**src/verilog/eisl_pkg.sv**
```systemverilog
package eisl_pkg;

  // ---------------------------------------------------------------------------
  // Bus and sizes
  // ---------------------------------------------------------------------------
  localparam int EISL_NPIN = 3;
  localparam int EISL_AW = 4;
  localparam int EISL_DW = 32;
  localparam int EISL_LVL_W = 3;
  localparam int EISL_LAT_W = 3;

  // ---------------------------------------------------------------------------
  // Register word indices, byte address is index times four
  // ---------------------------------------------------------------------------
  localparam logic [EISL_AW-1:0] EISL_REG_CTRL0 = 4'h0;
  localparam logic [EISL_AW-1:0] EISL_REG_CTRL1 = 4'h1;
  localparam logic [EISL_AW-1:0] EISL_REG_CTRL2 = 4'h2;
  localparam logic [EISL_AW-1:0] EISL_REG_GLOBAL = 4'h3;
  localparam logic [EISL_AW-1:0] EISL_REG_STATUS = 4'h4;
  localparam logic [EISL_AW-1:0] EISL_REG_MASK = 4'h5;
  localparam logic [EISL_AW-1:0] EISL_REG_PEND = 4'h6;

  // ---------------------------------------------------------------------------
  // Control register fields (per pin)
  // ---------------------------------------------------------------------------
  localparam int EISL_F_LVL_LO = 0;
  localparam int EISL_F_LVL_HI = 2;
  localparam int EISL_F_REQ = 3;
  localparam int EISL_F_POL = 4;
  localparam int EISL_F_SENSE = 5;
  // Global register fields
  localparam int EISL_F_DET_LO = 4;
  localparam int EISL_F_DET_HI = 5;
  localparam int EISL_F_KEY = 7;
  // Accept field position in the pending register; unused, accepts arrive only on irq_accept
  localparam int EISL_F_ACK_LO = 0;

  // ---------------------------------------------------------------------------
  // Detection time settings and latencies in phi cycles
  // ---------------------------------------------------------------------------
  localparam logic [1:0] EISL_DET_SLOW = 2'h0;
  localparam logic [1:0] EISL_DET_MID = 2'h1;
  localparam logic [1:0] EISL_DET_FAST = 2'h2;
  localparam logic [EISL_LAT_W-1:0] EISL_LAT_SLOW = 3'h7;
  localparam logic [EISL_LAT_W-1:0] EISL_LAT_MID = 3'h4;
  localparam logic [EISL_LAT_W-1:0] EISL_LAT_FAST = 3'h2;

  localparam logic [EISL_LVL_W-1:0] EISL_LVL_RST = 3'h0;
  localparam logic [EISL_DW-1:0] EISL_RD_ZERO = 32'h0;

endpackage : eisl_pkg

```
**src/verilog/eisl_sync.sv**
```systemverilog
`timescale 1ns/1ps
module eisl_sync
  import eisl_pkg::*;
(
  input wire logic clk,
  input wire logic nrst,
  input wire logic pin_async,
  output logic pin_sync,
  output logic pin_prev
);
  logic stage1;

  // ---------------------------------------------------------------------------
  // Two-flop synchroniser plus one sample of history for edge detection
  // ---------------------------------------------------------------------------
  always_ff @(posedge clk) begin
    if (!nrst) begin
      stage1 <= 1'b1;
      pin_sync <= 1'b1;
      pin_prev <= 1'b1;
    end else begin
      stage1 <= pin_async; // [RULE18]
      pin_sync <= stage1;
      pin_prev <= pin_sync; // [RULE18]
    end
  end
endmodule : eisl_sync

```
**src/verilog/eisl_lvl_delay.sv**
```systemverilog
`timescale 1ns/1ps
module eisl_lvl_delay
  import eisl_pkg::*;
(
  input wire logic clk,
  input wire logic nrst,
  input wire logic wr,
  input wire logic [EISL_LVL_W-1:0] wdata,
  input wire logic [1:0] det_sel,
  output logic [EISL_LVL_W-1:0] level
);
  logic [EISL_LVL_W-1:0] staged;
  logic [EISL_LAT_W-1:0] count;
  logic [EISL_LAT_W-1:0] lat;

  // ---------------------------------------------------------------------------
  // Latency chosen by detection time; prohibited setting acts as slowest
  // ---------------------------------------------------------------------------
  assign lat = (det_sel == EISL_DET_FAST) ? EISL_LAT_FAST :
               (det_sel == EISL_DET_MID) ? EISL_LAT_MID : EISL_LAT_SLOW; // [RULE11]

  always_ff @(posedge clk) begin
    if (!nrst) begin
      staged <= EISL_LVL_RST;
      count <= '0;
      level <= EISL_LVL_RST;
    end else if (wr) begin
      staged <= wdata;
      count <= lat - 3'h1; // [RULE10]
    end else if (count != '0) begin
      count <= count - 3'h1;
      if (count == 3'h1) begin
        level <= staged; // [RULE10]
      end
    end
  end
endmodule : eisl_lvl_delay

```
**src/verilog/eisl_top.sv**
```systemverilog
// Contract
// [RULE1] Sense bit 0 selects edge detection for that pin.
// [RULE2] In edge mode the request flag acts like an internal source flag.
// [RULE3] A detected edge sets the flag, held until the CPU accepts it.
// [RULE4] Software writing 0 to the flag withdraws a pending edge request.
// [RULE5] Software writing 1 to the flag raises a request like an edge.
// [RULE6] Sense bit 1 selects level sense; the flag is then ignored.
// [RULE7] Level mode re-requests after each accept while the pin stays active.
// [RULE8] Level mode drops an unaccepted request once the pin goes inactive.
// [RULE9] Polarity bit picks the active level; the other level is inactive.
// [RULE10] A priority level write takes two to seven cycles to become effective.
// [RULE11] Detection time 00, 01, 10 give 7, 4, 2 cycles; 11 prohibited.
// [RULE12] Software spaces repeated level writes by 4, 2 or 1 fillers.
// [RULE13] Fillers match the no-op cycle count and avoid control writes.
// [RULE14] Software should prefer detection setting 10, the two-cycle latency.
// [RULE15] Condition 00 fall, 01 rise, 10 high level, 11 low level.
// [RULE16] Key-input select bit 1 disables the third pin's interrupt.
// [RULE17] Pins are sampled always; level 0 keeps an unused pin quiet.
// [RULE18] Pins are synchronised; edges compare current and previous samples.
//
// The placing of the registers and the Avalon-MM interface to the registers are this design's own decisions.
`timescale 1ns/1ps
module eisl_top
  import eisl_pkg::*;
(
  input wire logic clk,
  input wire logic nrst,
  input wire logic [EISL_AW-1:0] avs_address,
  input wire logic avs_read,
  input wire logic avs_write,
  input wire logic [EISL_DW-1:0] avs_writedata,
  input wire logic [3:0] avs_byteenable,
  output logic [EISL_DW-1:0] avs_readdata,
  output logic avs_waitrequest,
  input wire logic [EISL_NPIN-1:0] ext_irq_pin,
  input wire logic [EISL_NPIN-1:0] irq_accept,
  output logic [EISL_NPIN-1:0] irq_request,
  output logic [EISL_NPIN*EISL_LVL_W-1:0] irq_level,
  output logic irq
);

  // ---------------------------------------------------------------------------
  // Bus decode
  // ---------------------------------------------------------------------------
  logic ack;
  logic [1:0] det_sel;
  logic key_sel;
  logic [EISL_NPIN-1:0] sense;
  logic [EISL_NPIN-1:0] pol;
  logic [EISL_NPIN-1:0] flag;
  logic [EISL_NPIN*EISL_LVL_W-1:0] lvl_reg;
  logic [EISL_NPIN-1:0] status;
  logic [EISL_NPIN-1:0] mask;
  logic [EISL_NPIN-1:0] sync_now;
  logic [EISL_NPIN-1:0] sync_prev;
  logic [EISL_NPIN-1:0] request;
  logic [EISL_NPIN-1:0] lvl_wr;
  logic [EISL_NPIN-1:0] ctrl_wr;
  logic [EISL_NPIN*EISL_LVL_W-1:0] eff_level;
  wire bus_req = (avs_read || avs_write) && !ack;
  // Write lands at the edge where the master sees waitrequest low
  wire do_wr = avs_write && ack;
  wire be0 = avs_byteenable[0];
  wire glob_wr = do_wr && be0 && (avs_address == EISL_REG_GLOBAL);
  wire stat_wr = do_wr && be0 && (avs_address == EISL_REG_STATUS);
  wire mask_wr = do_wr && be0 && (avs_address == EISL_REG_MASK);
  logic [EISL_DW-1:0] rd_mux;

  // ---------------------------------------------------------------------------
  // Per-pin logic
  // ---------------------------------------------------------------------------
  genvar g;
  generate
    for (g = 0; g < EISL_NPIN; g++) begin : g_pin
      logic [EISL_DW-1:0] ctrl_word;
      logic active;
      logic edge_hit;
      logic enabled;
      logic lvl_nz;
      logic sw_wr_flag;
      logic next_flag;
      logic [EISL_LVL_W-1:0] my_lvl;
      eisl_sync u_sync (
        .clk(clk),
        .nrst(nrst),
        .pin_async(ext_irq_pin[g]),
        .pin_sync(sync_now[g]),
        .pin_prev(sync_prev[g])
      );
      assign ctrl_wr[g] = do_wr && be0 && (avs_address == EISL_AW'(g));
      assign lvl_wr[g] = ctrl_wr[g];
      eisl_lvl_delay u_dly (
        .clk(clk),
        .nrst(nrst),
        .wr(lvl_wr[g]),
        .wdata(avs_writedata[EISL_F_LVL_HI:EISL_F_LVL_LO]),
        .det_sel(det_sel),
        .level(my_lvl)
      );
      assign eff_level[g*EISL_LVL_W +: EISL_LVL_W] = my_lvl;
      // Polarity 0 means falling edge or high level, 1 rising edge or low level
      assign active = sense[g] ? (sync_now[g] ^ pol[g]) : (sync_now[g] ^ ~pol[g]); // [RULE9] [RULE15]
      assign edge_hit = !sense[g] && active &&
                        (sense[g] ? 1'b0 : (sync_prev[g] ^ sync_now[g])); // [RULE1] [RULE18]
      assign enabled = !((g == EISL_NPIN - 1) && key_sel); // [RULE16]
      assign lvl_nz = (my_lvl != EISL_LVL_RST); // [RULE17]
      assign sw_wr_flag = ctrl_wr[g];
      // Edge event wins over accept; software write sets or clears directly
      assign next_flag = sw_wr_flag ? avs_writedata[EISL_F_REQ] :  // [RULE4] [RULE5]
                         edge_hit ? 1'b1 :                         // [RULE3]
                         irq_accept[g] ? 1'b0 : flag[g];           // [RULE2]
      // Level mode: request follows the pin, so nothing is held once inactive
      assign request[g] = enabled && lvl_nz &&
                          (sense[g] ? active : flag[g]); // [RULE6] [RULE7] [RULE8]
      always_ff @(posedge clk) begin
        if (!nrst) begin
          flag[g] <= 1'b0;
          pol[g] <= 1'b0;
          sense[g] <= 1'b0;
          lvl_reg[g*EISL_LVL_W +: EISL_LVL_W] <= EISL_LVL_RST;
        end else begin
          flag[g] <= next_flag;
          if (ctrl_wr[g]) begin
            pol[g] <= avs_writedata[EISL_F_POL];
            sense[g] <= avs_writedata[EISL_F_SENSE];
            lvl_reg[g*EISL_LVL_W +: EISL_LVL_W] <= avs_writedata[EISL_F_LVL_HI:EISL_F_LVL_LO];
          end
        end
      end
      always_comb begin
        ctrl_word = EISL_RD_ZERO;
        ctrl_word[EISL_F_LVL_HI:EISL_F_LVL_LO] = lvl_reg[g*EISL_LVL_W +: EISL_LVL_W];
        ctrl_word[EISL_F_REQ] = flag[g];
        ctrl_word[EISL_F_POL] = pol[g];
        ctrl_word[EISL_F_SENSE] = sense[g];
      end
    end
  endgenerate

  // ---------------------------------------------------------------------------
  // Global settings, interrupt status and mask
  // ---------------------------------------------------------------------------
  always_ff @(posedge clk) begin
    if (!nrst) begin
      det_sel <= EISL_DET_SLOW;
      key_sel <= 1'b0;
      mask <= '0;
      status <= '0;
    end else begin
      if (glob_wr) begin
        det_sel <= avs_writedata[EISL_F_DET_HI:EISL_F_DET_LO]; // [RULE11]
        key_sel <= avs_writedata[EISL_F_KEY];
      end
      if (mask_wr) begin
        mask <= avs_writedata[EISL_NPIN-1:0];
      end
      // New requests set sticky bits; set wins over write-one-to-clear
      status <= (status & ~(stat_wr ? avs_writedata[EISL_NPIN-1:0] : '0)) | request;
    end
  end

  // ---------------------------------------------------------------------------
  // Read mux
  // ---------------------------------------------------------------------------
  always_comb begin
    rd_mux = EISL_RD_ZERO;
    unique case (avs_address)
      EISL_REG_CTRL0: rd_mux = g_pin[0].ctrl_word;
      EISL_REG_CTRL1: rd_mux = g_pin[1].ctrl_word;
      EISL_REG_CTRL2: rd_mux = g_pin[2].ctrl_word;
      EISL_REG_GLOBAL: begin
        rd_mux[EISL_F_DET_HI:EISL_F_DET_LO] = det_sel;
        rd_mux[EISL_F_KEY] = key_sel;
      end
      EISL_REG_STATUS: rd_mux[EISL_NPIN-1:0] = status;
      EISL_REG_MASK: rd_mux[EISL_NPIN-1:0] = mask;
      EISL_REG_PEND: rd_mux[EISL_NPIN-1:0] = request;
      default: rd_mux = EISL_RD_ZERO;
    endcase
  end

  // ---------------------------------------------------------------------------
  // Bus answer: one wait cycle, then ack; outputs registered
  // ---------------------------------------------------------------------------
  always_ff @(posedge clk) begin
    if (!nrst) begin
      ack <= 1'b0;
      avs_waitrequest <= 1'b1;
      avs_readdata <= EISL_RD_ZERO;
      irq_request <= '0;
      irq_level <= '0;
      irq <= 1'b0;
    end else begin
      ack <= bus_req;
      avs_waitrequest <= !bus_req;
      if (bus_req && avs_read) begin
        avs_readdata <= rd_mux;
      end
      irq_request <= request;
      irq_level <= eff_level; // [RULE10]
      irq <= |(status & mask);
    end
  end

endmodule : eisl_top

```
**config.mk**
```make
export PLATFORM = sky130hd
export DESIGN_NAME = eisl_top
export DESIGN_NICKNAME = d
export VERILOG_FILES = /design/src/verilog/eisl_pkg.sv /design/src/verilog/eisl_sync.sv /design/src/verilog/eisl_lvl_delay.sv /design/src/verilog/eisl_top.sv
export SDC_FILE = /design/constraint.sdc
export NUM_CORES = 1
export LEC_CHECK = 0
export BUFFER_PORTS_ARGS = -buffer_cell sky130_fd_sc_hd__buf_2
export CAP_MARGIN = 0
export CORE_MARGIN = 10
export CORE_UTILIZATION = 25
export DETAILED_ROUTE_END_ITERATION = 16
export HOLD_SLACK_MARGIN = 0.06
export SYNTH_ARGS = -nofsm -noshare
export SYNTH_HDL_FRONTEND = slang
export SYNTH_HIERARCHICAL = 1
export SYNTH_SLANG_ARGS = --single-unit
```
**constraint.sdc**
```tcl
create_clock -name clk -period 2.6 [get_ports clk]
set_input_delay 0.65 -clock clk [delete_from_list [all_inputs] [get_ports clk]]
set_output_delay 0.65 -clock clk [all_outputs]
set_load 0.005 [all_outputs]
```
==> metrics.txt <==
status=finished clean; worst r2r path cells=6; Max Slew Vio Count=0; hold path depth=1; max-cap viol count=0; Critical Path End Type=flip-flop; TritonRoute pass-1 iters=4; RePlAce Congestion=0.861; gate count of the mapped netlist=~390; number of H-tree levels=3; worst setup margin=0.469 ns; Area growth syn-to-layout=17.1%; Worst Path Max Fanout=7; biggest area consumer among synthesized cells=dfxtp_1; Post-DP HPWL=7080 um; Final Cycle Share=82.0%; FF+latch count, synth=85; Total Wirelength=slightly above 9000 um; TritonCTS clock tree=yes; core area=0.0157 mm^2; clock transition at the registers of the reported paths=roughly 0.06 ns; worst min path class=reg -> reg; WHS Endpoint=g_pin[2].u_sync/pin_sync; post-CTS resize count=0; Worst R2R End=g_pin[2].u_dly/count[0]; clock latency on the worst-skew pair=roughly 0.34 ns; final hold violations=0; TritonCTS Buffers=9; CTS Buffer Depth=2; CP Class=in -> reg; count leader, synth=dfxtp_1; vias in the first global route=2,875; static leakage=~1.8 nW; Util after Layout=29.6%; power density over the cells=between 700 and 800 mW/mm^2; syn_area_per_cell=10.1 um^2; DR iter-0 viols=about 110; fmax=0.469 GHz; post-synthesis cell type count=48; antenna violations before repair=0; Hold Startpoint=g_pin[2].u_sync/stage1; FP Rows=46; unrepaired setup endpoints after global routing=false; sequential element share of the synthesized area=between 40% and 50%; ant diodes=0; FFs w/ async S/R, synth=0%; Setup Fix Bufs, Post-CTS=0; peak supply drop=about 310 uV; number of enable flip-flop cells after synthesis=0; Starting Density=~25%; root buffer cell=clkbuf_16; IO Pins=96; Pwr Total=3.29 mW; final clock skew=roughly 0.0086 ns; total grt overflow=0; Max-Slew Margin vs Limit=between 50% and 60%; Buffers on Ports=42; chip width=around 150 um; Tightest Pin Transition=0.625 ns; Area contributors post-synth=dfxtp_1 (43%), mux2i_1 (11%), nor2b_1 (7.7%); fill count=1,629; post-route ant nets=0; via count=2,825; via/cell ratio=4.27; Synth Flop Type=dfxtp_1; All-Layer GR Usage=8.81%; CP Launch Type=input pin; fin nets=504; Final Critical Period=2.13 ns; WL/cell=between 10 and 15 um; flop2flop setup slack=0.72 ns; Yosys Warn Count=6; Syn Std Cell Area=slightly below 0.004 mm^2; dpl ws=0.130 ns; die area=0.0213 mm^2; hold_buf cts=0; Synth top area share=42.8%; layout cells sized above 1=17.5%; Worst EP required=roughly 2.8 ns; count of final setup violators=0; FF-to-FF Start=ack; first-pass GRT wire length=15,000 um; # clock sinks=85; largest net degree at the start of global routing=55; setup TNS=0 ns; # DRC=0; die height=146 um; commonest cells in the netlist=dfxtp_1 (85), nor2b_1 (49), mux2i_1 (44), buf_4 (25), inv_1 (16); WP data arrival=2.36 ns
==> placed cells by master (no fill, tap or decap), types with 3 or more instances in the layout <==
master,netlist,routed
nand3_1,4,4
mux2i_1,44,44
nand2_1,12,12
nor3_1,8,8
a21boi_0,4,4
ha_1,12,12
o2111a_1,3,3
a32oi_1,3,3
buf_2,1,42
a31oi_1,3,3
nor4_1,3,3
nor2_1,13,13
o21ai_0,13,13
o21a_1,3,3
and2_1,15,15
and3_1,3,3
inv_1,16,16
nand2b_1,14,14
conb_1,1,25
nor4b_4,3,3
clkbuf_16,0,9
dfxtp_1,85,85
nand3b_1,3,3
nor2b_1,49,49
xnor2_1,3,3
o31a_1,3,3
a21oi_1,11,11
buf_4,25,9
==> how the worst max path moves through the flow <==
stage | startpoint | endpoint | cells past startpoint
floorplan | avs_address[2] | g_pin[0].u_dly/count[0] | 10
global placement | avs_address[2] | g_pin[0].u_dly/count[0] | 7
detailed placement | avs_address[2] | g_pin[0].u_dly/count[0] | 7
CTS | avs_address[2] | g_pin[0].u_dly/count[0] | 7
global route | avs_address[2] | g_pin[0].u_dly/count[0] | 7
finish | avs_address[2] | g_pin[0].u_dly/count[0] | 7
==> power by group <==
part | switching (mW) | total, mW | internal, mW
combinational | 0.282 | 0.520 | 0.238
sequential | 0.0530 | 1.42 | 1.37
clock | 0.508 | 1.34 | 0.837
==> sequential cells by signal, indices dropped and copies added, names as in the netlist, 7 cells and up <==
name	flops
g_pin.u_dly/count	9
g_pin.u_dly/level	9
g_pin.ctrl_word	15
avs_readdata	7
g_pin.u_dly/staged	9
irq_level	9
==> metal layers <==
layer  global-route usage, %  vias to the layer above  share of wire (%)
met5                       0                        -                  0
met4                    3.00                        0                1.0
met3                    3.92                        9                6.7
met2                    15.3                       75                 50
met1                    9.33                     1333                 42
li1                        -                     1408                  -
==> per-stage QoR <==
stage	hold slack [ns]	cells	cell area, um^2
2_1_floorplan	0.386	418	4060
3_3_place_gp	0.393	647	4350
3_5_place_dp	0.394	647	4350
4_1_cts	0.410	662	4650
5_1_grt	0.435	662	4650
6_report	0.406	662	4650
==> critical path, cell delays in order <==
cell and delay [ns]:
buf_2 0.15, or2_1 0.34, or4_4 0.52, inv_1 0.17
inv_1 0.13, and3_1 0.17, o31a_1 0.23
==> cell families (layout without fill, tap and decap cells) <==
family          after synthesis  in the layout  synth area share [%]
flops                        85             85                  42.8
buf+inv                      55             83                  8.72
fa+ha+maj                    12             12                  3.78
other cells                   1             25                0.0944
mux                          48             48                  12.8
simple gates                136            136                  21.8
xor+xnor                      3              3                 0.661
compound gates               54             54                  9.38
==> final cells by class <==
class                   instances  area [um^2]  area share (%)
flip-flops and latches         85         1700            36.6
inverters                      16         60.1            1.29
clock inverters                 4         73.8            1.59
clock buffers                  11          233            5.00
well taps                     216          270            5.81
multi-input cells             278         2020            43.3
repair buffers                 52          298            6.40
(Power assumes the default switching activity.)
